==> config.mk <==
export PLATFORM = sky130hd
export DESIGN_NAME = mbwch_handler
export DESIGN_NICKNAME = d
export VERILOG_FILES = /design/src/hw/mbwch_pkg.sv /design/src/hw/mbwch_param_reg.sv /design/src/hw/mbwch_handler.sv
export VERILOG_INCLUDE_DIRS = /design/src /design/src/hw
export SDC_FILE = /design/constraint.sdc
export NUM_CORES = 2
export LEC_CHECK = 0
export ABC_CLOCK_PERIOD_IN_PS = 6500
export BUFFER_PORTS_ARGS = -buffer_cell sky130_fd_sc_hd__clkbuf_2
export CAP_MARGIN = 20
export CORE_UTILIZATION = 30
export DETAILED_ROUTE_END_ITERATION = 16
export HOLD_SLACK_MARGIN = 0.08
export PLACE_DENSITY = 0.44
export SLEW_MARGIN = 20
export SYNTH_ARGS = -nofsm -noshare
export SYNTH_HDL_FRONTEND = slang
export SYNTH_HIERARCHICAL = 1
export SYNTH_SLANG_ARGS = --single-unit
==> constraint.sdc <==
create_clock -name ref_clk_i -period 6.5 [get_ports ref_clk_i]
set_input_delay 0.325 -clock ref_clk_i [delete_from_list [all_inputs] [get_ports ref_clk_i]]
set_output_delay 0.325 -clock ref_clk_i [all_outputs]
set_load 0.1 [all_outputs]
==> src/hw/mbwch_cfg.svh <==
// constants of the write command handler
`ifndef MBWCH_CFG_SVH
`define MBWCH_CFG_SVH
`define MBWCH_FC_WR_SINGLE 8'h06
`define MBWCH_FC_WR_COILS 8'h0f
`define MBWCH_FC_WR_REGS 8'h10
`define MBWCH_EXC_FLAG 8'h80
`define MBWCH_EXC_FUNC 8'h01
`define MBWCH_EXC_ADDR 8'h02
`define MBWCH_EXC_VALUE 8'h03
`define MBWCH_EXC_NONE 8'h00
`define MBWCH_BROADCAST 8'h00
`define MBWCH_MAX_REGS 16'h007b
`define MBWCH_MAX_COILS 16'h07b0
`define MBWCH_COIL_COUNT 17'h00020
`define MBWCH_COIL_RSVD_MASK 32'h8000_0200
`define MBWCH_POS_FWD 5'h00
`define MBWCH_POS_STOP 5'h0a
`define MBWCH_POS_SERVO 5'h0c
`define MBWCH_ADDR_INERTIA 16'h2100
`define MBWCH_ADDR_JOG 16'h2300
`define MBWCH_ADDR_ACCEL 16'h2301
`define MBWCH_ADDR_DECEL 16'h2302
`define MBWCH_PARAM_RESET 16'h0000
`define MBWCH_SINGLE_DATA_POS 9'h004
`define MBWCH_MULTI_DATA_POS 9'h007
`define MBWCH_SINGLE_FRAME_LEN 9'h006
`define MBWCH_SINGLE_DATA_LEN 9'h002
`define MBWCH_ACK_LEN 3'h6
`define MBWCH_EXC_LEN 3'h3
`define MBWCH_BUF_DEPTH 246
`endif

==> src/hw/mbwch_pkg.sv <==
// types shared by the write command handler
`default_nettype none
package mbwch_pkg;
  typedef enum logic [1:0] {
    MBWCH_ST_RECV,
    MBWCH_ST_CHECK,
    MBWCH_ST_COMMIT,
    MBWCH_ST_REPLY
  } mbwch_state_type;
endpackage : mbwch_pkg
`default_nettype wire

==> src/hw/mbwch_param_reg.sv <==
// one 16-bit parameter register with its own address match
`timescale 1ns/1ns
`default_nettype none
`include "mbwch_cfg.svh"
module mbwch_param_reg #(
  parameter logic [15:0] ADDR = 16'h0000
) (
  input wire logic ref_clk_i,
  input wire logic rst_n_i,
  input wire logic [15:0] addr_i,
  input wire logic wr_i,
  input wire logic [15:0] data_i,
  output logic hit_o,
  output logic signed [15:0] value_o
);
  // address match, used both to check and to write
  assign hit_o = (addr_i == ADDR);

  // stored word, taken as a signed quantity
  always_ff @(posedge ref_clk_i) begin
    if (!rst_n_i) begin
      value_o <= `MBWCH_PARAM_RESET;
    end else if (wr_i && hit_o) begin
      value_o <= $signed(data_i);
    end
  end
endmodule : mbwch_param_reg
`default_nettype wire

==> src/hw/mbwch_handler.sv <==
// modbus write command handler: frame decode, checks, commit and reply
`timescale 1ns/1ns
`default_nettype none
`include "mbwch_cfg.svh"
module mbwch_handler import mbwch_pkg::*; #(
  parameter int BUF_DEPTH = `MBWCH_BUF_DEPTH
) (
  input wire logic ref_clk_i,
  input wire logic rst_n_i,
  input wire logic [7:0] node_id_i,
  input wire logic [7:0] rx_byte_i,
  input wire logic rx_valid_i,
  input wire logic rx_end_i,
  input wire logic rx_crc_ok_i,
  output logic [7:0] tx_byte_o,
  output logic tx_valid_o,
  output logic tx_last_o,
  input wire logic tx_ready_i,
  output logic signed [15:0] load_inertia_ratio_o,
  output logic signed [15:0] jog_operation_speed_o,
  output logic signed [15:0] speed_cmd_accel_time_o,
  output logic signed [15:0] speed_cmd_decel_time_o,
  output logic [31:0] input_contacts_o,
  output logic forward_limit_contact_o,
  output logic emergency_stop_contact_o,
  output logic drive_energise_contact_o
);
  mbwch_state_type state;
  logic [8:0] rx_cnt;
  logic [7:0] node;
  logic [7:0] func;
  logic [15:0] start_addr;
  logic [15:0] qty;
  logic [7:0] byte_cnt;
  logic [7:0] data_mem [BUF_DEPTH];
  logic [8:0] data_len;
  logic overflow;
  logic [7:0] exc;
  logic [15:0] idx;
  logic [15:0] last_idx;
  logic [2:0] tx_pos;
  logic [8:0] data_pos;
  logic [8:0] data_idx;
  logic data_take;
  logic [7:0] next_exc;
  logic [15:0] wr_addr;
  logic [15:0] wr_data;
  logic reg_wr;
  logic [3:0] hits;
  logic any_hit;
  logic is_coil;
  logic unicast;
  logic frame_ok;
  logic [15:0] coil_bytes;
  logic [16:0] coil_end;
  logic [4:0] coil_bit;
  logic [2:0] reply_len;
  logic [7:0] reply_byte;
  logic tx_done;
  localparam logic [31:0] RSVD_MASK = `MBWCH_COIL_RSVD_MASK;
  ////////////////////////////////////////////////////////////////////////
  // frame decode
  assign is_coil = (func == `MBWCH_FC_WR_COILS);
  assign unicast = (node != `MBWCH_BROADCAST);
  assign data_pos = (func == `MBWCH_FC_WR_SINGLE) ?
                    `MBWCH_SINGLE_DATA_POS : `MBWCH_MULTI_DATA_POS;
  assign data_idx = rx_cnt - data_pos;
  assign data_take = rx_valid_i && (state == MBWCH_ST_RECV) &&
                     (rx_cnt >= data_pos) && (rx_cnt > 9'h001);
  // broadcast is obeyed but never answered
  assign frame_ok = rx_crc_ok_i && (rx_cnt > 9'h001) &&
                    (node == node_id_i || node == `MBWCH_BROADCAST);
  assign coil_bytes = (qty + 16'h0007) >> 3;
  assign coil_end = {1'b0, start_addr} + {1'b0, qty};

  // header fields and data capture while receiving
  always_ff @(posedge ref_clk_i) begin
    if (!rst_n_i) begin
      rx_cnt <= 9'h000;
      node <= 8'h00;
      func <= 8'h00;
      start_addr <= 16'h0000;
      qty <= 16'h0000;
      byte_cnt <= 8'h00;
      data_len <= 9'h000;
      overflow <= 1'b0;
    end else if (state == MBWCH_ST_RECV) begin
      if (rx_end_i) begin
        rx_cnt <= 9'h000;
      end else if (rx_valid_i) begin
        // counter saturates so a runaway frame stays flagged
        if (rx_cnt != 9'h1ff) begin
          rx_cnt <= rx_cnt + 9'h001;
        end
        case (rx_cnt)
          9'h000: begin
            node <= rx_byte_i;
            data_len <= 9'h000;
            overflow <= 1'b0;
            byte_cnt <= 8'h00;
          end
          9'h001: func <= rx_byte_i;
          9'h002: start_addr[15:8] <= rx_byte_i;
          9'h003: start_addr[7:0] <= rx_byte_i;
          9'h004: qty[15:8] <= rx_byte_i;
          9'h005: qty[7:0] <= rx_byte_i;
          9'h006: byte_cnt <= rx_byte_i;
          default: ;
        endcase
        if (data_take) begin
          if (data_idx < 9'(BUF_DEPTH)) begin
            data_len <= data_len + 9'h001;
          end else begin
            overflow <= 1'b1;
          end
        end
      end
    end
  end

  // data buffer, high byte of each word lands first
  always_ff @(posedge ref_clk_i) begin
    if (data_take && data_idx < 9'(BUF_DEPTH)) begin
      data_mem[data_idx[7:0]] <= rx_byte_i;
    end
  end
  ////////////////////////////////////////////////////////////////////////
  // request checks at the end of a frame
  always_comb begin
    next_exc = `MBWCH_EXC_NONE;
    case (func)
      `MBWCH_FC_WR_SINGLE: begin
        if (rx_cnt != `MBWCH_SINGLE_FRAME_LEN ||
            data_len != `MBWCH_SINGLE_DATA_LEN) begin
          next_exc = `MBWCH_EXC_VALUE;
        end
      end
      `MBWCH_FC_WR_COILS: begin
        if (rx_cnt < `MBWCH_MULTI_DATA_POS || overflow ||
            qty == 16'h0000 || qty > `MBWCH_MAX_COILS ||
            {8'h00, byte_cnt} != coil_bytes ||
            data_len != {1'b0, byte_cnt}) begin
          next_exc = `MBWCH_EXC_VALUE;
        end else if (coil_end > `MBWCH_COIL_COUNT) begin
          next_exc = `MBWCH_EXC_ADDR;
        end
      end
      `MBWCH_FC_WR_REGS: begin
        if (rx_cnt < `MBWCH_MULTI_DATA_POS || overflow ||
            qty == 16'h0000 || qty > `MBWCH_MAX_REGS ||
            {8'h00, byte_cnt} != {qty[14:0], 1'b0} ||
            data_len != {1'b0, byte_cnt}) begin
          next_exc = `MBWCH_EXC_VALUE;
        end
      end
      default: next_exc = `MBWCH_EXC_FUNC;
    endcase
  end
  ////////////////////////////////////////////////////////////////////////
  // sequencing: every address is checked before any word is written,
  // so a failing multi-word request leaves all parameters untouched
  assign tx_done = tx_valid_o && tx_ready_i && tx_last_o;

  always_ff @(posedge ref_clk_i) begin
    if (!rst_n_i) begin
      state <= MBWCH_ST_RECV;
      exc <= `MBWCH_EXC_NONE;
      idx <= 16'h0000;
      last_idx <= 16'h0000;
    end else begin
      case (state)
        MBWCH_ST_RECV: begin
          if (rx_end_i && frame_ok) begin
            exc <= next_exc;
            idx <= 16'h0000;
            // a single write covers one register, a multi write qty registers or qty coils
            last_idx <= (func == `MBWCH_FC_WR_SINGLE) ?
                        16'h0000 : qty - 16'h0001;
            if (next_exc != `MBWCH_EXC_NONE) begin
              state <= unicast ? MBWCH_ST_REPLY : MBWCH_ST_RECV;
            end else if (is_coil) begin
              state <= MBWCH_ST_COMMIT;
            end else begin
              state <= MBWCH_ST_CHECK;
            end
          end
        end
        MBWCH_ST_CHECK: begin
          if (!any_hit) begin
            exc <= `MBWCH_EXC_ADDR;
            state <= unicast ? MBWCH_ST_REPLY : MBWCH_ST_RECV;
          end else if (idx == last_idx) begin
            idx <= 16'h0000;
            state <= MBWCH_ST_COMMIT;
          end else begin
            idx <= idx + 16'h0001;
          end
        end
        MBWCH_ST_COMMIT: begin
          if (idx == last_idx) begin
            state <= unicast ? MBWCH_ST_REPLY : MBWCH_ST_RECV;
          end else begin
            idx <= idx + 16'h0001;
          end
        end
        MBWCH_ST_REPLY: begin
          if (tx_done) begin
            state <= MBWCH_ST_RECV;
          end
        end
        default: state <= MBWCH_ST_RECV;
      endcase
    end
  end
  ////////////////////////////////////////////////////////////////////////
  // parameter registers
  assign wr_addr = start_addr + idx;
  assign wr_data = {data_mem[{idx[6:0], 1'b0}],
                    data_mem[{idx[6:0], 1'b1}]};
  assign reg_wr = (state == MBWCH_ST_COMMIT) && !is_coil;
  assign any_hit = |hits;

  mbwch_param_reg #(.ADDR(`MBWCH_ADDR_INERTIA)) u_inertia (
    .ref_clk_i(ref_clk_i), .rst_n_i(rst_n_i), .addr_i(wr_addr),
    .wr_i(reg_wr), .data_i(wr_data), .hit_o(hits[0]),
    .value_o(load_inertia_ratio_o)
  );
  mbwch_param_reg #(.ADDR(`MBWCH_ADDR_JOG)) u_jog (
    .ref_clk_i(ref_clk_i), .rst_n_i(rst_n_i), .addr_i(wr_addr),
    .wr_i(reg_wr), .data_i(wr_data), .hit_o(hits[1]),
    .value_o(jog_operation_speed_o)
  );
  mbwch_param_reg #(.ADDR(`MBWCH_ADDR_ACCEL)) u_accel (
    .ref_clk_i(ref_clk_i), .rst_n_i(rst_n_i), .addr_i(wr_addr),
    .wr_i(reg_wr), .data_i(wr_data), .hit_o(hits[2]),
    .value_o(speed_cmd_accel_time_o)
  );
  mbwch_param_reg #(.ADDR(`MBWCH_ADDR_DECEL)) u_decel (
    .ref_clk_i(ref_clk_i), .rst_n_i(rst_n_i), .addr_i(wr_addr),
    .wr_i(reg_wr), .data_i(wr_data), .hit_o(hits[3]),
    .value_o(speed_cmd_decel_time_o)
  );
  ////////////////////////////////////////////////////////////////////////
  // input contact map, one contact per cycle; range checked beforehand
  assign coil_bit = wr_addr[4:0];

  always_ff @(posedge ref_clk_i) begin
    if (!rst_n_i) begin
      input_contacts_o <= 32'h0000_0000;
    end else if (state == MBWCH_ST_COMMIT && is_coil) begin
      // reserved contacts stay off whatever is written
      if (!RSVD_MASK[coil_bit]) begin
        input_contacts_o[coil_bit] <=
          data_mem[idx[7:3]][idx[2:0]];
      end
    end
  end

  assign forward_limit_contact_o = input_contacts_o[`MBWCH_POS_FWD];
  assign emergency_stop_contact_o = input_contacts_o[`MBWCH_POS_STOP];
  assign drive_energise_contact_o = input_contacts_o[`MBWCH_POS_SERVO];
  ////////////////////////////////////////////////////////////////////////
  // reply: the six header bytes double as echo and acknowledge
  assign reply_len = (exc != `MBWCH_EXC_NONE) ?
                     `MBWCH_EXC_LEN : `MBWCH_ACK_LEN;

  always_comb begin
    case (tx_pos)
      3'h0: reply_byte = node;
      3'h1: reply_byte = (exc != `MBWCH_EXC_NONE) ?
                         (func | `MBWCH_EXC_FLAG) : func;
      3'h2: reply_byte = (exc != `MBWCH_EXC_NONE) ?
                         exc : start_addr[15:8];
      3'h3: reply_byte = start_addr[7:0];
      3'h4: reply_byte = qty[15:8];
      default: reply_byte = qty[7:0];
    endcase
  end

  // byte sender with ready back-pressure
  always_ff @(posedge ref_clk_i) begin
    if (!rst_n_i) begin
      tx_pos <= 3'h0;
      tx_valid_o <= 1'b0;
      tx_last_o <= 1'b0;
      tx_byte_o <= 8'h00;
    end else if (state != MBWCH_ST_REPLY || tx_done) begin
      tx_pos <= 3'h0;
      tx_valid_o <= 1'b0;
      tx_last_o <= 1'b0;
    end else if (!tx_valid_o || tx_ready_i) begin
      tx_valid_o <= 1'b1;
      tx_byte_o <= reply_byte;
      tx_last_o <= (tx_pos == reply_len - 3'h1);
      tx_pos <= tx_pos + 3'h1;
    end
  end
endmodule : mbwch_handler
`default_nettype wire

Word level (Yosys, flattened, before mapping)
Memory sizes are Yosys's and may differ from the RTL's. A register that Yosys moved wholly into a read port is not among the register bits. Index checks and enable logic that the tools add are counted.

Input port bits: 22. ROM bits: 32. Word-level logic and storage cells: 198. Memories: 2. Bits in registers: 226. Output and inout bits: 109. RAM bits: 1968.

Memories: data_mem (words 246, width 8, rd ports 3, clocked after Yosys merged registers in 3, wr ports 1, line mbwch_handler.sv:35) `logic [7:0] data_mem [BUF_DEPTH];`; (no name shown) (words 32, width 1, rd ports 1, clocked after Yosys merged registers in 0, wr ports 0, line mbwch_handler.sv:252) `if (!RSVD_MASK[coil_bit]) begin`.

Reduce and logical (&&, ||, !) cells: 60. Eq/ne operators: 37. Magnitude comparators: 10. Add/subtract/negate cells: 10. Bitwise logic cells: 4. Muxes and demuxes: 52.

Operators by type and width (number): $mux W16 (5); $eq A16 B14 Y1 const B (4); $mux W8 (8); $mux W9 (6); $pmux W16 S3 (1); $pmux W8 S5 (1); $reduce_and A4 Y1 (9); $bwmux W32 (1); $pmux W8 S2 (2); $eq A9 B3 Y1 const B (3); $mux W2 (13); $pmux W8 S3 (1); $reduce_bool A8 Y1 (3); $add A9 B1 Y9 const B (2); $eq A9 B2 Y1 const B (2); $add A16 B16 Y17 (1); $gt A17 B6 Y1 const B (1); $add A16 B1 Y16 const B (1); $add A16 B16 Y16 (1); $add A16 B3 Y16 const B (1); $eq A16 B16 Y1 (1); $gt A16 B11 Y1 const B (1); $gt A16 B7 Y1 const B (1); $logic_and A1 B1 Y1 (16); other kinds (51) (88).

Longest topological paths before layout
Word-level depth: 12. Mapped depth: 19. Gate-level depth less buffers: 19.

Hierarchy
The synthesis kept the hierarchy.

By module, submodules not included: mbwch_handler (cells an instance 4709, times used 1, seq. area each 62379.8 µm², area each 88773.9 µm²); mbwch_param_reg (u_accel ...) (cells an instance 75, times used 2, seq. area each 320.3 µm², area each 715.7 µm²); mbwch_param_reg (u_inertia) (cells an instance 75, times used 1, seq. area each 320.3 µm², area each 711.9 µm²); mbwch_param_reg (u_jog) (cells an instance 75, times used 1, seq. area each 320.3 µm², area each 703.2 µm²).

Worst setup path before layout
No wires, ideal clock.

Kind: register to register. From: reg idx[0]. To: reg (tool-made name). Data arrival time: 4.282 ns. Setup time: 0.120 ns. Path slack: 2.098 ns. Stages on the path, launching flop included: 20. Buffers on the path: 1. Required time: 6.380 ns. Period minus slack after synthesis: 4.402 ns. Cell sequence: dfxtp_1 > ha_1 > fa_1 > a21o_1 > a21oi_1 > o21bai_1 > a31o_2 > a41oi_1 > a21oi_1 > nand4b_1 > o211ai_1 > nor4b_2 > and4_1 > or4_1 > nor2_1 > a211oi_1 > nand2_1 > o21ai_1 > buf_2 > nor2_1.

RTL lines: start, declared (line mbwch_handler.sv:39) `logic [15:0] idx;`; start signal, assigned (line mbwch_handler.sv:196) `idx <= idx + 16'h0001;`; start signal, assigned (line mbwch_handler.sv:203) `idx <= idx + 16'h0001;`.

Worst setup path in the final report
From: reg func[7]. To: mem data_mem[75][5], enable pin.

Cells in the longest elaborated chain, start to end: 8. Elaborated cells on any way between the ends: 10. Classes of those cells: add/sub (1); order compare (2); eq/ne (1); mux (3); reduce/logical (3).

Ends and longest elaborated chain: start, declared (line mbwch_handler.sv:31) `logic [7:0] func;`; start signal, assigned (line mbwch_handler.sv:102) `9'h001: func <= rx_byte_i;`; $eq A8 B3 Y1 *; $mux W2 (no line) *; branches (longest 6 deep; another with $sub A9 B3 Y9); end, declared (line mbwch_handler.sv:35).

Every way passes the cells marked *.

==> impl_metrics.env <==
export IMPL_critPathTopFamily="simple AND/OR/NAND/NOR gates"
export IMPL_crit_path_end_kind="register"
export IMPL_grt_max_degree=172
export IMPL_synth_flop_cell="edfxtp_1"
export IMPL_dieArea_mm2=0.308
export IMPL_yosys_area_top_type_share_pct=64.5
export IMPL_ir_drop_mv=0.297
export IMPL_cp_buffers_inverters=2
export IMPL_maxCapViolCount=0
export IMPL_root_buffer="clkbuf_16"
export IMPL_cts_path_max_buffers=4
export IMPL_fin_crit_sh_pct=92.3
export IMPL_crit_arrival_ns=6.53
export IMPL_synthCells=5009
export IMPL_start_kind="register"
export IMPL_port_buffers=130
export IMPL_seq_area_frac_synth_pct=69.5
export IMPL_vias=48300
export IMPL_synth_area_per_cell_um2=18.3
export IMPL_path_cells="nor3_1 -> nand2_1 -> nor3_2 -> inv_1 -> ha_1 -> inv_1 -> fa_1 -> and2_4 -> or3_1 -> o21ai_0 -> a22oi_1 -> o31ai_2 -> nor2_2 -> nand3_1 -> nor2_1"
export IMPL_synth_top_area_cell="edfxtp_1"
export IMPL_hold_path_class="in -> reg"
export IMPL_critPathKind="reg -> reg"
export IMPL_status="finished, final reports clean"
export IMPL_rsz0062_at_grt="no"
export IMPL_ios=131
export IMPL_nFillCells=28600
export IMPL_final_cells=9373
export IMPL_coreArea_mm2=0.303
export IMPL_drt_iter0_drc=4676
export IMPL_fmax_ghz=0.167
export IMPL_crit_path_frequent_cell="inv_1"
export IMPL_grt_usage_pct=17.3
export IMPL_clk_pin_slew_ns=0.06
export IMPL_die_w_um=555
export IMPL_required_ns=7.03
export IMPL_place_inst=8924
export IMPL_p_leak_uw=0.0319
export IMPL_critical_path_max_stage_delay_ns=0.91
export IMPL_wl_um=269000
export IMPL_synth_cell_area_mm2=0.0916
export IMPL_hold_violations=0
export IMPL_regArea_mm2=0.0637
export IMPL_clkSinkCount=2196
export IMPL_synth_cell_types=86
export IMPL_relSlewSlack_pct=5.32
export IMPL_min_period_ns=6.00
export IMPL_initial_utilization_pct=30.2
export IMPL_final_cell_mix="edfxtp_1 (1968), mux4_2 (674), nand2_1 (345)"
export IMPL_grt_pass1_vias=49000
export IMPL_drc=0
export IMPL_async_reset_ff_share_pct=0
export IMPL_place_gp_congestion=0.824
export IMPL_yosysWarnings=6
export IMPL_slowest_stage="nor2_1"
export IMPL_antenna_found_initial=19
export IMPL_drt_pass1_iter_count=7
export IMPL_final_common_cell="edfxtp_1"
export IMPL_post_drt_via_cell_ratio=5.16
export IMPL_rows=202
export IMPL_fin_hold_ws_ns=0.186
export IMPL_wl_per_cell_um=28.7
export IMPL_cts_made_buffers=238
export IMPL_finalSetupViolCount=0
export IMPL_worstMarginPinSlew_ns=1.42
export IMPL_yosys_top_cells_area="edfxtp_1 (65%), mux4_2 (17%), dfxtp_1 (5.0%)"
export IMPL_place_hpwl_um=170000
export IMPL_die_h_um=555
export IMPL_crit_path_max_fanout=15
export IMPL_ctsHtreeMaxLevel=4
export IMPL_synth_edff_count=1968
export IMPL_powerDensity_mw_per_mm2=320
export IMPL_skew_ns=0.0916
export IMPL_drive_gt1_share_pct=25.4
export IMPL_grt_ovfl_total=0
export IMPL_cts_tree="done"
export IMPL_setup_tns_final_ns=0
export IMPL_grt_pass1_wl_um=383000
export IMPL_multi_input_area_mm2=0.0263
export IMPL_ys_ff_latch=2196
export IMPL_syn_to_final_growth_pct=14.5
export IMPL_ant_nets=0
export IMPL_layout_nets=5277
export IMPL_syn_nets=5086
export IMPL_drv_slew=0
export IMPL_clock_latency_ns=0.90
-- layout make-up --
type                       instances  area share, %
inverter                          36          0.129
clock buffer                     287           5.90
clock inverter                   146           1.40
sequential                      2196           60.7
antenna                            2        0.00477
multi-input combinational       2455           25.0
timing repair buffer             273           2.08
tap                             3978           4.74
-- worst register-to-register path: cells and delay by family (launching register included) --
kind | cells | cell delay, ns
buf+inv | 2 | 0.39
simple gates | 8 | 3.83
fa+ha+maj | 2 | 0.50
compound gates | 3 | 0.64
flops | 1 | 0.32
-- final timing paths --
path / to / slack, ns / cells after the start / from
worst max-delay path: data_mem[75][5] / 0.50 / 15 / func[7]
worst max register to register: data_mem[75][5] / 0.50 / 15 / func[7]
worst min-delay path: tx_byte_o[0] / 0.19 / 2 / rst_n_i
worst min register to register: input_contacts_o[9] / 0.45 / 1 / input_contacts_o[9]
-- synthesized netlist by cell type (22+ instances only) --
cell,instances
buf_2,77
clkbuf_1,183
inv_1,35
nor3_1,43
nand3_1,109
edfxtp_1,1968
mux4_2,674
nand4_1,31
mux2i_1,111
o21ai_0,70
nor2_1,319
mux2_2,25
xnor2_1,65
or3_1,22
ha_1,52
a22oi_1,33
buf_1,24
xor2_1,33
nor2b_1,63
a41o_1,31
a21oi_1,109
dfxtp_1,228
nand2_1,347
a21boi_0,51
-- routing by layer --
metal,up-vias,wire (um),part of all wire (%),GRT usage [%]
met3,330,15100,5.6,2.80
met1,25800,123000,45,24.7
li1,20700,-,-,-
met4,2,5620,2.1,3.77
met2,1485,126000,47,27.6
met5,-,13,0.0048,0
-- per-stage QoR --
step	util, %	cell area (um2)	power (uW)	setup slack, ns
2_1_floorplan	-	91600	18800	2.10
3_3_place_gp	32.0	97100	20500	0.327
3_5_place_dp	32.0	97100	20500	0.354
4_1_cts	34.6	105000	34000	0.319
5_1_grt	34.6	105000	34700	0.0637
6_report	34.6	105000	33500	0.498
-- state kept, by name, indices dropped and copies added (netlist names), 8 cells and up, named ones only --
register           count
data_len               9
u_jog/value_o         16
last_idx              16
rx_cnt                 9
func                   8
qty                   16
start_addr            16
input_contacts_o      32
u_inertia/value_o     16
byte_cnt               8
u_accel/value_o       16
u_decel/value_o       16
idx                   16
tx_byte_o              8
node                   8
data_mem            1968
-- what timing repair did --
item	CTS	global route
endpoints found under the hold margin	586	0
setup buffers	0	2
hold buffers	10	0
gates resized for setup	0	2
endpoints found under the setup margin	0	57
-- power by group --
| part | switching (uW) | internal [uW] | total (uW) |
|---|---|---|---|
| Clock | 5700 | 7760 | 13500 |
| Sequential | 102 | 15400 | 15500 |
| Combinational | 2530 | 2060 | 4590 |
| Total | 8330 | 25200 | 33500 |
-- kinds of logic (layout without fill, tap and decap cells) --
kind of cell,Yosys count,in the layout,synth area share [%]
AOI/OAI and AO/OA,429,429,3.21
xor gates and xnor gates,98,98,0.937
adders and majority gates,55,55,0.776
buffers and inverters,358,742,1.90
DFF,2196,2196,69.5
muxes,815,815,18.2
other,0,2,0
and+or+nand+nor,1058,1058,5.46
(Power assumes the default switching activity.)
